**config.mk**
```make
export PLATFORM = sky130hd
export DESIGN_NAME = ict_ctl_flat
export DESIGN_NICKNAME = d
export VERILOG_FILES = /design/src/ict_pkg.sv /design/src/ict_if.sv /design/src/ict_ctl.sv /design/src/flat_wrapper.sv
export VERILOG_INCLUDE_DIRS = /design/src
export SDC_FILE = /design/constraint.sdc
export NUM_CORES = 1
export LEC_CHECK = 0
export BUFFER_PORTS_ARGS = -buffer_cell sky130_fd_sc_hd__buf_2
export CORE_ASPECT_RATIO = 1.75
export CORE_MARGIN = 10
export CORE_UTILIZATION = 39
export CTS_CLUSTER_DIAMETER = 80
export DETAILED_ROUTE_END_ITERATION = 12
export PLACE_DENSITY_LB_ADDON = 0.05
export SYNTH_ARGS = -nofsm -noshare
export SYNTH_HDL_FRONTEND = slang
export SYNTH_SLANG_ARGS = --single-unit
```
**constraint.sdc**
```tcl
create_clock -name aclk -period 12.35 [get_ports aclk]
set_clock_uncertainty 0.1 [all_clocks]
set_input_delay 0 -clock aclk [delete_from_list [all_inputs] [get_ports aclk]]
set_output_delay 0 -clock aclk [all_outputs]
set_load 0.005 [all_outputs]
```
**src/ict_cfg.svh**
```systemverilog
// Purpose: Shared constants for the icache data array test port
// Assumes: 512-byte cache configuration, 40 MHz aclk
// Notes: Counts are in aclk cycles
`ifndef ICT_CFG_SVH
`define ICT_CFG_SVH
// ==========================================
// Array geometry
`define ICT_DATA_DEPTH 128
`define ICT_TAG_DEPTH 32
// ==========================================
// Test-mode entry timing
`define ICT_MRST_CYC 4'h6
`define ICT_STALL_CYC 4'h8
// ==========================================
// Sequence timing, cycle numbers counted from 1
`define ICT_WR_FIRST 16'h0003
`define ICT_RD_FIRST 16'h0004
`define ICT_OE_FIRST 16'h0005
`define ICT_RD_LAT 16'h0005
// ==========================================
// Controller register offsets
`define ICT_REG_CTRL 8'h00
`define ICT_REG_ADDR 8'h04
`define ICT_REG_COUNT 8'h08
`define ICT_REG_PAT 8'h0C
`define ICT_REG_STAT 8'h10
`define ICT_REG_ERR 8'h14
`define ICT_REG_HITS 8'h18
`define ICT_REG_LAST 8'h1C
// ==========================================
// AXI responses
`define ICT_RESP_OKAY 2'h0
`define ICT_RESP_SLVERR 2'h2
`endif

```
**src/ict_pkg.sv**
```systemverilog
// Purpose: Types for the icache data array test port
// Assumes: Constants come from ict_cfg.svh
// Notes: Operation codes are the CTRL register op field
package ict_pkg;
    // ==========================================
    // Controller states
    typedef enum logic [3:0] {
        ST_IDLE = 4'h1,
        ST_RST = 4'h2,
        ST_STALL = 4'h4,
        ST_RUN = 4'h8
    } ict_state_e;
    // ==========================================
    // Test sequences
    typedef enum logic [2:0] {
        OP_WRITE = 3'h0,
        OP_READ = 3'h1,
        OP_INTER = 3'h2,
        OP_KTA = 3'h3,
        OP_TAGWR = 3'h4,
        OP_ENTER = 3'h5
    } ict_op_e;
endpackage

```
**src/ict_if.sv**
```systemverilog
// Purpose: Test bus between memory test controller and device
// Assumes: Both ends clocked by the same aclk
// Notes: All signals change only after a rising edge
`timescale 1ns/1ps
interface ict_if;
    logic [12:0] test_addr;
    logic seq_ctrl;
    logic [31:0] test_write_data_bus;
    logic data_array_write_strobe;
    logic tag_write_strobe;
    logic data_array_read_strobe;
    logic tag_compare_strobe;
    logic read_output_enable;
    logic test_mode_select;
    logic integrated_memory_enable;
    logic write_inhibit;
    logic trace_select;
    logic master_reset_n;
    logic [31:0] test_read_data_bus;
    logic hit_flag;
    modport dev (
        input test_addr, seq_ctrl, test_write_data_bus, data_array_write_strobe,
        input tag_write_strobe, data_array_read_strobe, tag_compare_strobe,
        input read_output_enable, test_mode_select, integrated_memory_enable,
        input write_inhibit, trace_select, master_reset_n,
        output test_read_data_bus, hit_flag
    );
    modport ctl (
        output test_addr, seq_ctrl, test_write_data_bus, data_array_write_strobe,
        output tag_write_strobe, data_array_read_strobe, tag_compare_strobe,
        output read_output_enable, test_mode_select, integrated_memory_enable,
        output write_inhibit, trace_select, master_reset_n,
        input test_read_data_bus, hit_flag
    );
endinterface

```
**src/ict_ctl.sv**
```systemverilog
// Purpose: Test controller end, drives test sequences from AXI4-Lite orders
// Assumes: Device keeps its fixed pipeline latencies
// Notes: Data pattern for word i is PAT + i; address is ADDR + i
// Behaviour
// - Enter test mode: reset six, wait eight
// - Every data longword addressable through test bus
// - Sample inputs, change outputs on rising edge
// - Write: address cycle one, data cycle two
// - Write strobe from cycle three, write cycle four
// - Write data belongs to previous cycle address
// - Read: address each cycle, read strobe cycle four
// - Output enable from cycle five, hold strobe
// - Read data five cycles after address
// - Five idle cycles after last read address
// - Interleaved: A1 strobe, A1/D1, then A2
// - Interleaved cycle four: D2, read, strobe off
// - Interleaved cycle five: A3, output, strobe on
// - Then alternate write and read cycles
// - Compare mode checks valid and tag bits
// - Load tag and data arrays before compare
// - 512-byte cache array sizes and index bits
// - Tag value is data bits plus upper address
// - Compare mode: expected tag in cycle two
// - Compare and read strobes in cycle four
// - Output enable from five, hold both strobes
`timescale 1ns/1ps
`include "ict_cfg.svh"
module ict_ctl (
    input wire logic aclk,
    input wire logic aresetn,
    input wire logic [7:0] s_axi_awaddr,
    input wire logic s_axi_awvalid,
    output logic s_axi_awready,
    input wire logic [31:0] s_axi_wdata,
    input wire logic [3:0] s_axi_wstrb,
    input wire logic s_axi_wvalid,
    output logic s_axi_wready,
    output logic [1:0] s_axi_bresp,
    output logic s_axi_bvalid,
    input wire logic s_axi_bready,
    input wire logic [7:0] s_axi_araddr,
    input wire logic s_axi_arvalid,
    output logic s_axi_arready,
    output logic [31:0] s_axi_rdata,
    output logic [1:0] s_axi_rresp,
    output logic s_axi_rvalid,
    input wire logic s_axi_rready,
    ict_if.ctl bus
);
    ict_pkg::ict_state_e st_q, st_d;
    ict_pkg::ict_op_e op_q;
    logic [15:0] c_q, c_d, n_q;
    logic [12:0] base_q, addr_q;
    logic [31:0] pat_q, err_q, hits_q, last_q, wd_q, data_q, rd_q;
    logic [7:0] wa_q;
    logic awh_q, wh_q, bv_q, rv_q, done_q, rdy_q, mrst_q;
    logic [1:0] br_q, rr_q;
    logic [3:0] cnt_q, ws_q;
    logic seq_q, wr_q, tw_q, rs_q, kta_q, oe_q;

    // ==========================================
    // Helpers
    function automatic logic in_rng(input logic [15:0] c, input logic [15:0] lo,
                                    input logic [15:0] hi);
        in_rng = (c >= lo) && (c <= hi);
    endfunction

    // Byte-lane merge for register writes
    function automatic logic [31:0] merge(input logic [31:0] old, input logic [31:0] wd,
                                          input logic [3:0] strb);
        logic [31:0] m;
        m = {{8{strb[3]}}, {8{strb[2]}}, {8{strb[1]}}, {8{strb[0]}}};
        merge = (old & ~m) | (wd & m);
    endfunction

    // ==========================================
    // AXI4-Lite decode
    wire do_wr = awh_q && wh_q && !bv_q;
    wire [7:0] wofs = {wa_q[7:2], 2'h0};
    wire [7:0] rofs = {s_axi_araddr[7:2], 2'h0};
    wire w_map = (wofs <= `ICT_REG_LAST);
    wire r_map = (rofs <= `ICT_REG_LAST);
    wire [31:0] ctl_wd = merge(32'h0000_0000, wd_q, ws_q);
    wire op_ok = (ctl_wd[2:0] <= 3'h5);
    wire start = do_wr && wofs == `ICT_REG_CTRL && st_q == ict_pkg::ST_IDLE && op_ok;
    wire busy = (st_q != ict_pkg::ST_IDLE);
    assign s_axi_awready = !awh_q && !bv_q;
    assign s_axi_wready = !wh_q && !bv_q;
    assign s_axi_arready = !rv_q;
    assign s_axi_bvalid = bv_q;
    assign s_axi_bresp = br_q;
    assign s_axi_rvalid = rv_q;
    assign s_axi_rresp = rr_q;
    assign s_axi_rdata = rd_q;
    wire [31:0] rmux = (rofs == `ICT_REG_CTRL) ? {29'h0, op_q} :
                       (rofs == `ICT_REG_ADDR) ? {19'h0, base_q} :
                       (rofs == `ICT_REG_COUNT) ? {16'h0, n_q} :
                       (rofs == `ICT_REG_PAT) ? pat_q :
                       (rofs == `ICT_REG_STAT) ? {29'h0, done_q, rdy_q, busy} :
                       (rofs == `ICT_REG_ERR) ? err_q :
                       (rofs == `ICT_REG_HITS) ? hits_q :
                       (rofs == `ICT_REG_LAST) ? last_q : 32'h0000_0000;

    // ==========================================
    // Sequence schedule for the next cycle
    wire is_int = (op_q == ict_pkg::OP_INTER);
    wire is_kta = (op_q == ict_pkg::OP_KTA);
    wire is_rd = (op_q == ict_pkg::OP_READ) || is_kta;
    wire [15:0] n2 = 16'(n_q << 1);
    wire [15:0] last = is_int ? 16'(n2 + `ICT_RD_LAT) :
                       is_rd ? 16'(n_q + `ICT_RD_LAT) : 16'(n_q + `ICT_WR_FIRST);
    wire [15:0] cn = c_d;
    // Interleaved: each address stands two cycles, data one cycle behind
    wire [15:0] ai = is_int ? 16'((cn - 16'h0001) >> 1) : 16'(cn - 16'h0001);
    wire [15:0] di = is_int ? 16'((cn >> 1) - 16'h0001) : 16'(cn - 16'h0002);
    wire a_ok = is_int ? in_rng(cn, 16'h0001, n2) : in_rng(cn, 16'h0001, n_q);
    wire d_ok = is_int ? in_rng(cn, 16'h0002, 16'(n2 + 16'h0001)) :
                         in_rng(cn, 16'h0002, 16'(n_q + 16'h0001));
    wire lin_ws = in_rng(cn, `ICT_WR_FIRST, 16'(n_q + 16'h0002));
    // Strobe off in the read cycle, on in the write cycle
    wire int_ws = (cn[0] || cn == 16'h0002) && cn <= 16'(n2 + 16'h0001);
    wire nx_wr = is_int ? int_ws : (op_q == ict_pkg::OP_WRITE) && lin_ws;
    wire nx_tw = (op_q == ict_pkg::OP_TAGWR) && lin_ws;
    wire nx_rs = is_int ? in_rng(cn, `ICT_RD_FIRST, last) :
                 is_rd && in_rng(cn, `ICT_RD_FIRST, 16'(n_q + 16'h0003));
    wire nx_kta = is_kta && in_rng(cn, `ICT_RD_FIRST, 16'(n_q + 16'h0003));
    wire nx_oe = is_int ? in_rng(cn, `ICT_OE_FIRST, last) :
                 is_rd && in_rng(cn, `ICT_OE_FIRST, 16'(n_q + 16'h0004));

    // ==========================================
    // Result capture for the cycle on the pins
    wire cap = is_int ? (c_q[0] && in_rng(c_q, 16'h0007, last)) :
               is_rd && in_rng(c_q, 16'h0006, last);
    wire [15:0] cw = is_int ? 16'((c_q - 16'h0007) >> 1) : 16'(c_q - 16'h0006);
    wire [31:0] expv = pat_q + {16'h0, cw};
    wire hit_win = is_kta && in_rng(c_q, `ICT_OE_FIRST, 16'(n_q + 16'h0004));
    wire running = (st_q == ict_pkg::ST_RUN);

    assign bus.test_addr = addr_q;
    assign bus.seq_ctrl = seq_q;
    assign bus.test_write_data_bus = data_q;
    assign bus.data_array_write_strobe = wr_q;
    assign bus.tag_write_strobe = tw_q;
    assign bus.data_array_read_strobe = rs_q;
    assign bus.tag_compare_strobe = kta_q;
    assign bus.read_output_enable = oe_q;
    // Test-mode controls held at their test values
    assign bus.test_mode_select = 1'b1;
    assign bus.integrated_memory_enable = 1'b1;
    assign bus.write_inhibit = 1'b0;
    assign bus.trace_select = 1'b0;
    assign bus.master_reset_n = mrst_q;

    // ==========================================
    // Sequencer next state
    always_comb begin
        st_d = st_q;
        c_d = 16'h0000;
        case (st_q)
            ict_pkg::ST_IDLE: begin
                if (start && ctl_wd[2:0] == ict_pkg::OP_ENTER) begin
                    st_d = ict_pkg::ST_RST;
                end else if (start && n_q != 16'h0000) begin
                    st_d = ict_pkg::ST_RUN;
                    c_d = 16'h0001;
                end
            end
            ict_pkg::ST_RST: begin
                if (cnt_q == `ICT_MRST_CYC - 4'h1) begin
                    st_d = ict_pkg::ST_STALL;
                end
            end
            ict_pkg::ST_STALL: begin
                if (cnt_q == `ICT_STALL_CYC - 4'h1) begin
                    st_d = ict_pkg::ST_IDLE;
                end
            end
            ict_pkg::ST_RUN: begin
                if (c_q == last) begin
                    st_d = ict_pkg::ST_IDLE;
                end else begin
                    c_d = 16'(c_q + 16'h0001);
                end
            end
            default: begin
                st_d = ict_pkg::ST_IDLE;
            end
        endcase
    end

    // Sequencer state and counters
    always_ff @(posedge aclk) begin
        if (!aresetn) begin
            st_q <= ict_pkg::ST_IDLE;
            c_q <= 16'h0000;
            cnt_q <= 4'h0;
            mrst_q <= 1'b1;
            rdy_q <= 1'b0;
        end else begin
            st_q <= st_d;
            c_q <= c_d;
            cnt_q <= (st_d == st_q && st_q != ict_pkg::ST_IDLE) ? cnt_q + 4'h1 : 4'h0;
            mrst_q <= (st_d != ict_pkg::ST_RST);
            if (st_d == ict_pkg::ST_RST) begin
                rdy_q <= 1'b0;
            end else if (st_q == ict_pkg::ST_STALL && st_d == ict_pkg::ST_IDLE) begin
                rdy_q <= 1'b1;
            end
        end
    end

    // Test bus outputs, all from flops
    always_ff @(posedge aclk) begin
        if (!aresetn) begin
            addr_q <= 13'h0000;
            data_q <= 32'h0000_0000;
            {seq_q, wr_q, tw_q, rs_q, kta_q, oe_q} <= 6'h00;
        end else begin
            if (a_ok) begin
                addr_q <= 13'(base_q + ai[12:0]);
            end
            if (d_ok) begin
                data_q <= pat_q + {16'h0, di};
            end
            seq_q <= a_ok;
            {wr_q, tw_q, rs_q, kta_q, oe_q} <= {nx_wr, nx_tw, nx_rs, nx_kta, nx_oe};
        end
    end

    // Result counters
    always_ff @(posedge aclk) begin
        if (!aresetn) begin
            err_q <= 32'h0000_0000;
            hits_q <= 32'h0000_0000;
            last_q <= 32'h0000_0000;
            done_q <= 1'b0;
        end else if (start) begin
            err_q <= 32'h0000_0000;
            hits_q <= 32'h0000_0000;
            done_q <= 1'b0;
        end else if (running) begin
            if (cap) begin
                last_q <= bus.test_read_data_bus;
                err_q <= err_q + {31'h0, bus.test_read_data_bus != expv};
            end
            if (hit_win) begin
                hits_q <= hits_q + {31'h0, bus.hit_flag};
            end
            done_q <= (c_q == last) || done_q;
        end
    end

    // ==========================================
    // AXI4-Lite write channel
    always_ff @(posedge aclk) begin
        if (!aresetn) begin
            {awh_q, wh_q, bv_q} <= 3'h0;
            wa_q <= 8'h00;
            wd_q <= 32'h0000_0000;
            ws_q <= 4'h0;
            br_q <= `ICT_RESP_OKAY;
            op_q <= ict_pkg::OP_WRITE;
            base_q <= 13'h0000;
            n_q <= 16'h0000;
            pat_q <= 32'h0000_0000;
        end else begin
            if (s_axi_awvalid && s_axi_awready) begin
                awh_q <= 1'b1;
                wa_q <= s_axi_awaddr;
            end
            if (s_axi_wvalid && s_axi_wready) begin
                wh_q <= 1'b1;
                wd_q <= s_axi_wdata;
                ws_q <= s_axi_wstrb;
            end
            if (do_wr) begin
                {awh_q, wh_q, bv_q} <= 3'h1;
                br_q <= w_map ? `ICT_RESP_OKAY : `ICT_RESP_SLVERR;
                if (start) begin
                    op_q <= ict_pkg::ict_op_e'(ctl_wd[2:0]);
                end
                if (wofs == `ICT_REG_ADDR && !busy) begin
                    base_q <= 13'(merge({19'h0, base_q}, wd_q, ws_q));
                end
                if (wofs == `ICT_REG_COUNT && !busy) begin
                    n_q <= 16'(merge({16'h0, n_q}, wd_q, ws_q));
                end
                if (wofs == `ICT_REG_PAT && !busy) begin
                    pat_q <= merge(pat_q, wd_q, ws_q);
                end
            end else if (bv_q && s_axi_bready) begin
                bv_q <= 1'b0;
            end
        end
    end

    // AXI4-Lite read channel
    always_ff @(posedge aclk) begin
        if (!aresetn) begin
            rv_q <= 1'b0;
            rd_q <= 32'h0000_0000;
            rr_q <= `ICT_RESP_OKAY;
        end else if (s_axi_arvalid && s_axi_arready) begin
            rv_q <= 1'b1;
            rd_q <= rmux;
            rr_q <= r_map ? `ICT_RESP_OKAY : `ICT_RESP_SLVERR;
        end else if (rv_q && s_axi_rready) begin
            rv_q <= 1'b0;
        end
    end
endmodule

```
**src/flat_wrapper.sv**
```systemverilog
// flat-port wrapper written by rule: the top's interface ports become plain ports
module ict_ctl_flat 
  (aclk, aresetn, s_axi_awaddr, s_axi_awvalid, s_axi_awready, s_axi_wdata, s_axi_wstrb, s_axi_wvalid, s_axi_wready, s_axi_bresp, s_axi_bvalid, s_axi_bready, s_axi_araddr, s_axi_arvalid, s_axi_arready, s_axi_rdata, s_axi_rresp, s_axi_rvalid, s_axi_rready, bus_test_addr, bus_seq_ctrl, bus_test_write_data_bus, bus_data_array_write_strobe, bus_tag_write_strobe, bus_data_array_read_strobe, bus_tag_compare_strobe, bus_read_output_enable, bus_test_mode_select, bus_integrated_memory_enable, bus_write_inhibit, bus_trace_select, bus_master_reset_n, bus_test_read_data_bus, bus_hit_flag);
  ict_if bus_i ();
  input wire logic aclk;
  input wire logic aresetn;
  input wire logic [7:0] s_axi_awaddr;
  input wire logic s_axi_awvalid;
  output logic s_axi_awready;
  input wire logic [31:0] s_axi_wdata;
  input wire logic [3:0] s_axi_wstrb;
  input wire logic s_axi_wvalid;
  output logic s_axi_wready;
  output logic [1:0] s_axi_bresp;
  output logic s_axi_bvalid;
  input wire logic s_axi_bready;
  input wire logic [7:0] s_axi_araddr;
  input wire logic s_axi_arvalid;
  output logic s_axi_arready;
  output logic [31:0] s_axi_rdata;
  output logic [1:0] s_axi_rresp;
  output logic s_axi_rvalid;
  input wire logic s_axi_rready;
  output wire logic [$bits(bus_i.test_addr)-1:0] bus_test_addr;
  output wire logic [$bits(bus_i.seq_ctrl)-1:0] bus_seq_ctrl;
  output wire logic [$bits(bus_i.test_write_data_bus)-1:0] bus_test_write_data_bus;
  output wire logic [$bits(bus_i.data_array_write_strobe)-1:0] bus_data_array_write_strobe;
  output wire logic [$bits(bus_i.tag_write_strobe)-1:0] bus_tag_write_strobe;
  output wire logic [$bits(bus_i.data_array_read_strobe)-1:0] bus_data_array_read_strobe;
  output wire logic [$bits(bus_i.tag_compare_strobe)-1:0] bus_tag_compare_strobe;
  output wire logic [$bits(bus_i.read_output_enable)-1:0] bus_read_output_enable;
  output wire logic [$bits(bus_i.test_mode_select)-1:0] bus_test_mode_select;
  output wire logic [$bits(bus_i.integrated_memory_enable)-1:0] bus_integrated_memory_enable;
  output wire logic [$bits(bus_i.write_inhibit)-1:0] bus_write_inhibit;
  output wire logic [$bits(bus_i.trace_select)-1:0] bus_trace_select;
  output wire logic [$bits(bus_i.master_reset_n)-1:0] bus_master_reset_n;
  input wire logic [$bits(bus_i.test_read_data_bus)-1:0] bus_test_read_data_bus;
  input wire logic [$bits(bus_i.hit_flag)-1:0] bus_hit_flag;
  assign bus_test_addr = bus_i.test_addr;
  assign bus_seq_ctrl = bus_i.seq_ctrl;
  assign bus_test_write_data_bus = bus_i.test_write_data_bus;
  assign bus_data_array_write_strobe = bus_i.data_array_write_strobe;
  assign bus_tag_write_strobe = bus_i.tag_write_strobe;
  assign bus_data_array_read_strobe = bus_i.data_array_read_strobe;
  assign bus_tag_compare_strobe = bus_i.tag_compare_strobe;
  assign bus_read_output_enable = bus_i.read_output_enable;
  assign bus_test_mode_select = bus_i.test_mode_select;
  assign bus_integrated_memory_enable = bus_i.integrated_memory_enable;
  assign bus_write_inhibit = bus_i.write_inhibit;
  assign bus_trace_select = bus_i.trace_select;
  assign bus_master_reset_n = bus_i.master_reset_n;
  assign bus_i.test_read_data_bus = bus_test_read_data_bus;
  assign bus_i.hit_flag = bus_hit_flag;
  ict_ctl u_core (.aclk(aclk), .aresetn(aresetn), .s_axi_awaddr(s_axi_awaddr), .s_axi_awvalid(s_axi_awvalid), .s_axi_awready(s_axi_awready), .s_axi_wdata(s_axi_wdata), .s_axi_wstrb(s_axi_wstrb), .s_axi_wvalid(s_axi_wvalid), .s_axi_wready(s_axi_wready), .s_axi_bresp(s_axi_bresp), .s_axi_bvalid(s_axi_bvalid), .s_axi_bready(s_axi_bready), .s_axi_araddr(s_axi_araddr), .s_axi_arvalid(s_axi_arvalid), .s_axi_arready(s_axi_arready), .s_axi_rdata(s_axi_rdata), .s_axi_rresp(s_axi_rresp), .s_axi_rvalid(s_axi_rvalid), .s_axi_rready(s_axi_rready), .bus(bus_i));
endmodule
```
==> flow_metrics.py, run 1 <==
metrics = {
    "run_status": {
        "status": "complete, no violations",
    },
    "placement": {
        "port_buffers": 178,
        "place_congestion": 0.956,
        "place_inst": 3897,
        "hpwl_mm": 83.6,
        "post_dp_cell_area_sq_um": 25200,
    },
    "power_and_ir_drop": {
        "pwr-share-clk": 0.491,
        "vdd_drop_max_mv": 0.107,
        "power_density_nw_per_um2": 89.0,
        "p_leak_nw": 10.9,
        "p_seq_frac": 0.434,
        "combPwrFrac": 0.075,
        "power_switching_mw": 0.621,
        "switching_share": 0.255,
        "p_int_mw": 1.81,
        "totalPowerFinal_mw": 2.43,
    },
    "final_layout": {
        "nFillCells": 6163,
        "final_area_sq_um": 27300,
        "n_antenna_cell": 0,
        "multiInputGateArea_sq_um": 16300,
        "ff_latch_area_sq_um": 6370,
        "final_layout_size_suffix_gt1_frac": 0.115,
        "finalNonFillerCells": 4052,
        "final_cell_mix": "nand2_1 (354), dfxtp_1 (318), a21oi_1 (316)",
        "final_common_cell": "nand2_1",
        "fin_nets": 3544,
        "syn_to_final_growth_pct": 15.3,
    },
    "yosys": {
        "ys_seq_area_frac": 0.268,
        "synth_edf_count": 0,
        "synth_warnings": 0,
        "syn_area_sq_um": 23700,
        "syn_inst": 3092,
        "ys_types": 93,
        "async_flop_share": 0,
        "syn_avg_cell_area_sq_um": 7.67,
        "ys_seq_elements": 318,
        "synthFlopType": "dfxtp_1",
    },
    "critical_path": {
        "crit_family": "simple AND/OR/NAND/NOR gates",
        "cp_max_fo": 34,
        "r2r_cells": 26,
        "slowest_stage": "nor3_1",
        "worstSetupPathType": "reg2reg",
        "max_stage_delay_ns": 0.88,
        "crit_top_cell": "nand2_1",
        "critPathLaunchType": "register",
        "required_ns": 12.73,
        "critical_path_buf_inv_count": 2,
        "worstReg2RegEnd": "u_core.bus.test_write_data_bus[29]",
        "crit_arrival_ns": 9.07,
        "crit_path_end_kind": "register",
        "reg2reg_slack_ns": 3.66,
    },
    "grt": {
        "gr-total-overflow": 0,
        "antenna_found_initial": 0,
        "grt_pass1_vias": 23900,
        "track_usage": 0.294,
        "grt_pass1_wl_mm": 158,
        "grt_max_degree": 89,
    },
    "sta": {
        "fin_tns_setup_ns": 0,
        "period_needed_ns": 8.69,
        "hold_viol_final": 0,
        "final-max-slew-violation-count": 0,
        "rsz0062_at_grt": "false",
        "worst_slew_pin_slew_ns": 1.24,
        "max_slew_margin": 0.161,
        "finalSetupViolCount": 0,
        "period_share": 0.704,
        "fmax_ghz": 0.115,
        "hold_ws_ns": 0.0726,
    },
    "cts": {
        "cts_tree": "done",
        "htree_levels": 2,
        "clk_pin_slew_ns": 0.07,
        "cts_buffer_depth": 3,
        "clk-insertion-delay-late_ns": 0.57,
        "cts_resized": 0,
        "numCtsBuffers": 36,
        "clkSinkCount": 318,
        "cts_root_buffer": "clkbuf_16",
    },
    "die": {
        "die_w_um": 206,
        "initial_core_util": 0.394,
        "num_io_pins": 189,
        "die_y_um": 346,
        "dieArea_sq_um": 71500,
        "coreArea_sq_um": 60200,
        "row_count": 119,
    },
    "detailed_routing": {
        "routed_via_density": 5.93,
        "post_drt_wl_per_cell_um": 26.6,
        "drt_iter0_markers": 1681,
        "wl_mm": 108,
        "drc": 0,
        "dr.pass1.iters": 5,
        "vias": 24000,
        "ant_nets": 0,
    },
    "hold_path": {
        "holdPathEnd": "u_core.s_axi_rdata[13]",
        "hold_path_class": "in2reg",
        "hold_path_depth": 6,
        "hp-start": "s_axi_araddr[6]",
    },
    "run": {
        "maxCapViolations": 0,
    },
}
==> routing by layer <==
layer  global-route usage  vias up  routed length (um)
li1                     -    11500                   -
met2                0.550      773               57400
met5                    0        -                   0
met1                0.291    11500               37200
met3               0.0283      269                4080
met4                0.214        0                9050
==> metrics by stage <==
| stage | setup slack, ns | utilization |
|---|---|---|
| floorplan | 5.86 | - |
| global placement | 4.00 | 0.418 |
| detailed placement | 3.96 | 0.418 |
| CTS | 3.93 | 0.455 |
| global route | 3.39 | 0.455 |
| finish | 3.66 | 0.455 |
==> kinds of logic (layout without fill, tap and decap cells) <==
logic type | after synthesis | after routing | synth area share
AND/OR/NAND/NOR | 1153 | 1153 | 0.233
AO/OA/AOI/OAI | 842 | 842 | 0.221
flip-flops | 318 | 318 | 0.268
XOR/XNOR | 179 | 179 | 0.0661
multiplexers | 106 | 106 | 0.0482
adder cells (fa/ha/maj) | 215 | 215 | 0.114
buffers and inverters | 277 | 447 | 0.0481
other | 2 | 6 | 0.000317
==> area by class of cell <==
type | count | share of cell area
Sequential cell | 318 | 0.233
Timing Repair Buffer | 316 | 0.0787
Clock buffer | 47 | 0.0382
Tap cell | 786 | 0.0360
Multi-Input combinational cell | 2501 | 0.596
Clock inverter | 18 | 0.00865
Inverter | 66 | 0.00943
==> worst max-delay path by stage <==
stage / start / to / cells past startpoint
5_1_grt: register / u_core.bus.test_write_data_bus[18] / 26
3_3_place_gp: register / u_core.bus.test_write_data_bus[29] / 26
3_5_place_dp: register / u_core.bus.test_write_data_bus[29] / 26
6_report: register / u_core.bus.test_write_data_bus[29] / 26
2_1_floorplan: u_core.op_q[1] / u_core.bus.test_write_data_bus[18] / 27
4_1_cts: register / u_core.bus.test_write_data_bus[18] / 26
==> cell usage after synthesis, drive strengths merged (5+ instances only) <==
cell,number,area (sq um)
o31ai,19,143
ha,210,2630
dfxtp,318,6370
a211o,6,53.8
nand4,66,413
nor2,244,921
nand2b,50,313
or4,15,113
o22ai,10,62.6
a22oi,53,398
a31oi,17,106
or2,14,87.6
and2,25,156
o311a,5,50.1
a21o,49,368
inv,58,218
clkbuf,179,673
mux2i,77,771
o21bai,9,67.6
clkinv,8,35.0
o221ai,10,87.6
o311ai,8,87.6
a221oi,16,165
xnor2,135,1180
nand3b,6,45.0
o21ai,200,1000
or3,37,231
buf,32,215
nand4b,7,61.3
a211oi,38,320
and3,29,181
nand2,355,1340
nor2b,22,138
o21a,30,225
o211ai,11,87.6
xor2,44,385
nor4b,5,50.0
mux2,25,282
nor4,30,188
a21oi,318,1590
nand3,171,856
nor3,64,320
==> power groups by stage <==
stage / Sequential [mW] / Combinational, mW / Clock (mW)
2_1_floorplan: 1.07 / 0.0990 / 0
3_3_place_gp: 1.08 / 0.155 / 0
3_5_place_dp: 1.08 / 0.157 / 0
4_1_cts: 1.06 / 0.181 / 1.22
5_1_grt: 1.06 / 0.197 / 1.25
6_report: 1.06 / 0.181 / 1.20
==> tightest hold or removal path, cell delays in order <==
cell	delay [ns]
buf_2	0.09
nor4_1	0.12
nand2_1	0.22
o221ai_1	0.13
o21ai_0	0.09
nor2_1	0.04
==> what timing repair did <==
item	CTS	global route
setup buffers	0	0
hold buffers	90	0
endpoints found under the hold margin	111	0
Note: power is estimated with default switching activity, not from simulation.
==> inputs of run 2 (changes only) <==
==> constraint.sdc (replaced) <==
create_clock -name aclk -period 7.75 [get_ports aclk]
set_clock_uncertainty 0.1 [all_clocks]
set_input_delay 0 -clock aclk [delete_from_list [all_inputs] [get_ports aclk]]
set_output_delay 0 -clock aclk [all_outputs]
set_load 0.005 [all_outputs]
==> run 2 against run 1 <==
  * Clock-buffer cell count grew 1
  * First-iteration DRC count is 0.42% higher
  * Register-to-register slack got worse by 3.2 ns
  * Critical endpoint is now u_core.bus.test_write_data_bus[30]
  * Global-route usage grew 1.2 points
  * Sequential power grew 58%
  * Via count is 4.5% higher
  * Hold slack got worse by 0.052 ns
  * Critical path type unchanged
  * Combinational power is 73% higher
  * Largest cell class unchanged
  * Maximum frequency grew 19%
  * Final area increased by 5.7%
==> flow_metrics.py, run 2 (same netlist as run 1, synthesis figures left out) <==
metrics = {
    "power_and_ir_drop": {
        "p_leak_nw": 11.7,
        "vdd_drop_max_mv": 0.160,
        "power_density_nw_per_um2": 136,
        "totalPowerFinal_mw": 3.92,
    },
    "cts": {
        "htree_levels": 2,
        "clk_pin_slew_ns": 0.06,
        "cts_buffer_depth": 3,
        "clkSinkCount": 318,
        "numCtsBuffers": 38,
        "cts_tree": "done",
        "clk-insertion-delay-late_ns": 0.61,
        "postCtsSetupBuffers": 0,
        "cts_root_buffer": "clkbuf_16",
    },
    "detailed_routing": {
        "vias": 25100,
        "post_drt_wl_per_cell_um": 26.5,
        "dr.pass1.iters": 7,
        "wl_mm": 112,
        "ant_nets": 0,
        "drc": 0,
        "drt_iter0_markers": 1688,
        "routed_via_density": 5.94,
    },
    "run_status": {
        "status": "complete, no violations",
    },
    "grt": {
        "grt_max_degree": 129,
        "grt_pass1_vias": 25100,
        "grt_pass1_wl_mm": 163,
        "track_usage": 0.306,
        "antenna_found_initial": 3,
        "gr-total-overflow": 0,
    },
    "critical_path": {
        "critPathLaunchType": "register",
        "worstSetupPathType": "reg2reg",
        "cp_max_fo": 9,
        "r2r_cells": 26,
        "crit_arrival_ns": 7.72,
        "required_ns": 8.17,
        "slowest_stage": "dfxtp_1",
        "crit_path_end_kind": "register",
        "max_stage_delay_ns": 0.74,
    },
    "die": {
        "num_io_pins": 189,
        "die_y_um": 346,
        "initial_core_util": 0.394,
        "die_w_um": 206,
        "coreArea_sq_um": 60200,
        "row_count": 119,
        "dieArea_sq_um": 71500,
    },
    "final_layout": {
        "syn_to_final_growth_pct": 21.8,
        "nFillCells": 6070,
        "fin_nets": 3720,
        "final_cell_mix": "nand2_1 (354), a21oi_1 (317), dfxtp_1 (317)",
        "final_layout_size_suffix_gt1_frac": 0.151,
        "final_common_cell": "nand2_1",
        "finalNonFillerCells": 4232,
    },
    "sta": {
        "final-max-slew-violation-count": 0,
        "worst_slew_pin_slew_ns": 1.28,
        "fin_tns_setup_ns": 0,
        "fmax_ghz": 0.137,
        "fin_ws_ns": 0.447,
        "period_needed_ns": 7.30,
        "period_share": 0.942,
        "max_slew_margin": 0.146,
        "rsz0062_at_grt": "false",
        "hold_ws_ns": 0.0208,
        "finalSetupViolCount": 0,
        "hold_viol_final": 0,
    },
    "placement": {
        "place_congestion": 1.05,
        "port_buffers": 178,
        "hpwl_mm": 86.9,
        "place_inst": 4038,
        "pre_cts_ws_ns": 0.394,
    },
    "hold_path": {
        "hold_path_depth": 5,
        "hold_path_class": "in2reg",
    },
    "run": {
        "maxCapViolations": 0,
    },
}
## run 2: final timing paths
path	startpoint	to	slack, ns
min	s_axi_wvalid	u_core.ws_q[0]	0.02
max reg2reg	register	u_core.bus.test_write_data_bus[30]	0.45
max	register	u_core.bus.test_write_data_bus[30]	0.45
min reg2reg	u_core.wd_q[17]	u_core.wd_q[17]	0.36
## run 2: power breakdown
group	switching, mW	internal [mW]	leakage, nW	total (mW)
Sequential	0.0296	1.66	2.57	1.68
Combinational	0.184	0.129	8.53	0.313
Clock	0.836	1.08	0.631	1.92
## run 2: timing repair
action	CTS	global route
hold buffers	123	0
endpoints found under the hold margin	107	0
setup endpoints to repair	0	10
resized for setup	0	1
## run 2: critical path: cells and delay by family, from the launching register on
family | cells | cell delay [ns]
mux | 1 | 0.18
xor+xnor | 2 | 0.61
buf+inv | 3 | 0.49
flops | 1 | 0.74
compound gates | 10 | 2.63
fa+ha+maj | 3 | 0.88
simple gates | 7 | 1.59
## run 2: metrics by stage
stage | utilization | instance area [sq um]
CTS | 0.480 | 28900
global route | 0.480 | 28900
global placement | 0.438 | 26300
finish | 0.480 | 28900
detailed placement | 0.438 | 26300
floorplan | - | 23700
## run 2: area by class of cell
class / count / area [sq um] / area share
Inverter: 66 / 258 / 0.00892
Antenna cell: 1 / 2.50 / 0.0000866
Clock inverter: 22 / 275 / 0.00953
Timing Repair Buffer: 490 / 3650 / 0.126
Sequential cell: 318 / 6370 / 0.220
Tap cell: 786 / 983 / 0.0340
Clock buffer: 48 / 1050 / 0.0363
Multi-Input combinational cell: 2501 / 16300 / 0.564
## run 2: routing by layer
metal	share of wire	global-route usage	up-vias
met3	0.048	0.0452	361
met5	0.00012	0	-
li1	-	-	11800
met4	0.096	0.259	2
met2	0.52	0.553	950
met1	0.34	0.297	12000
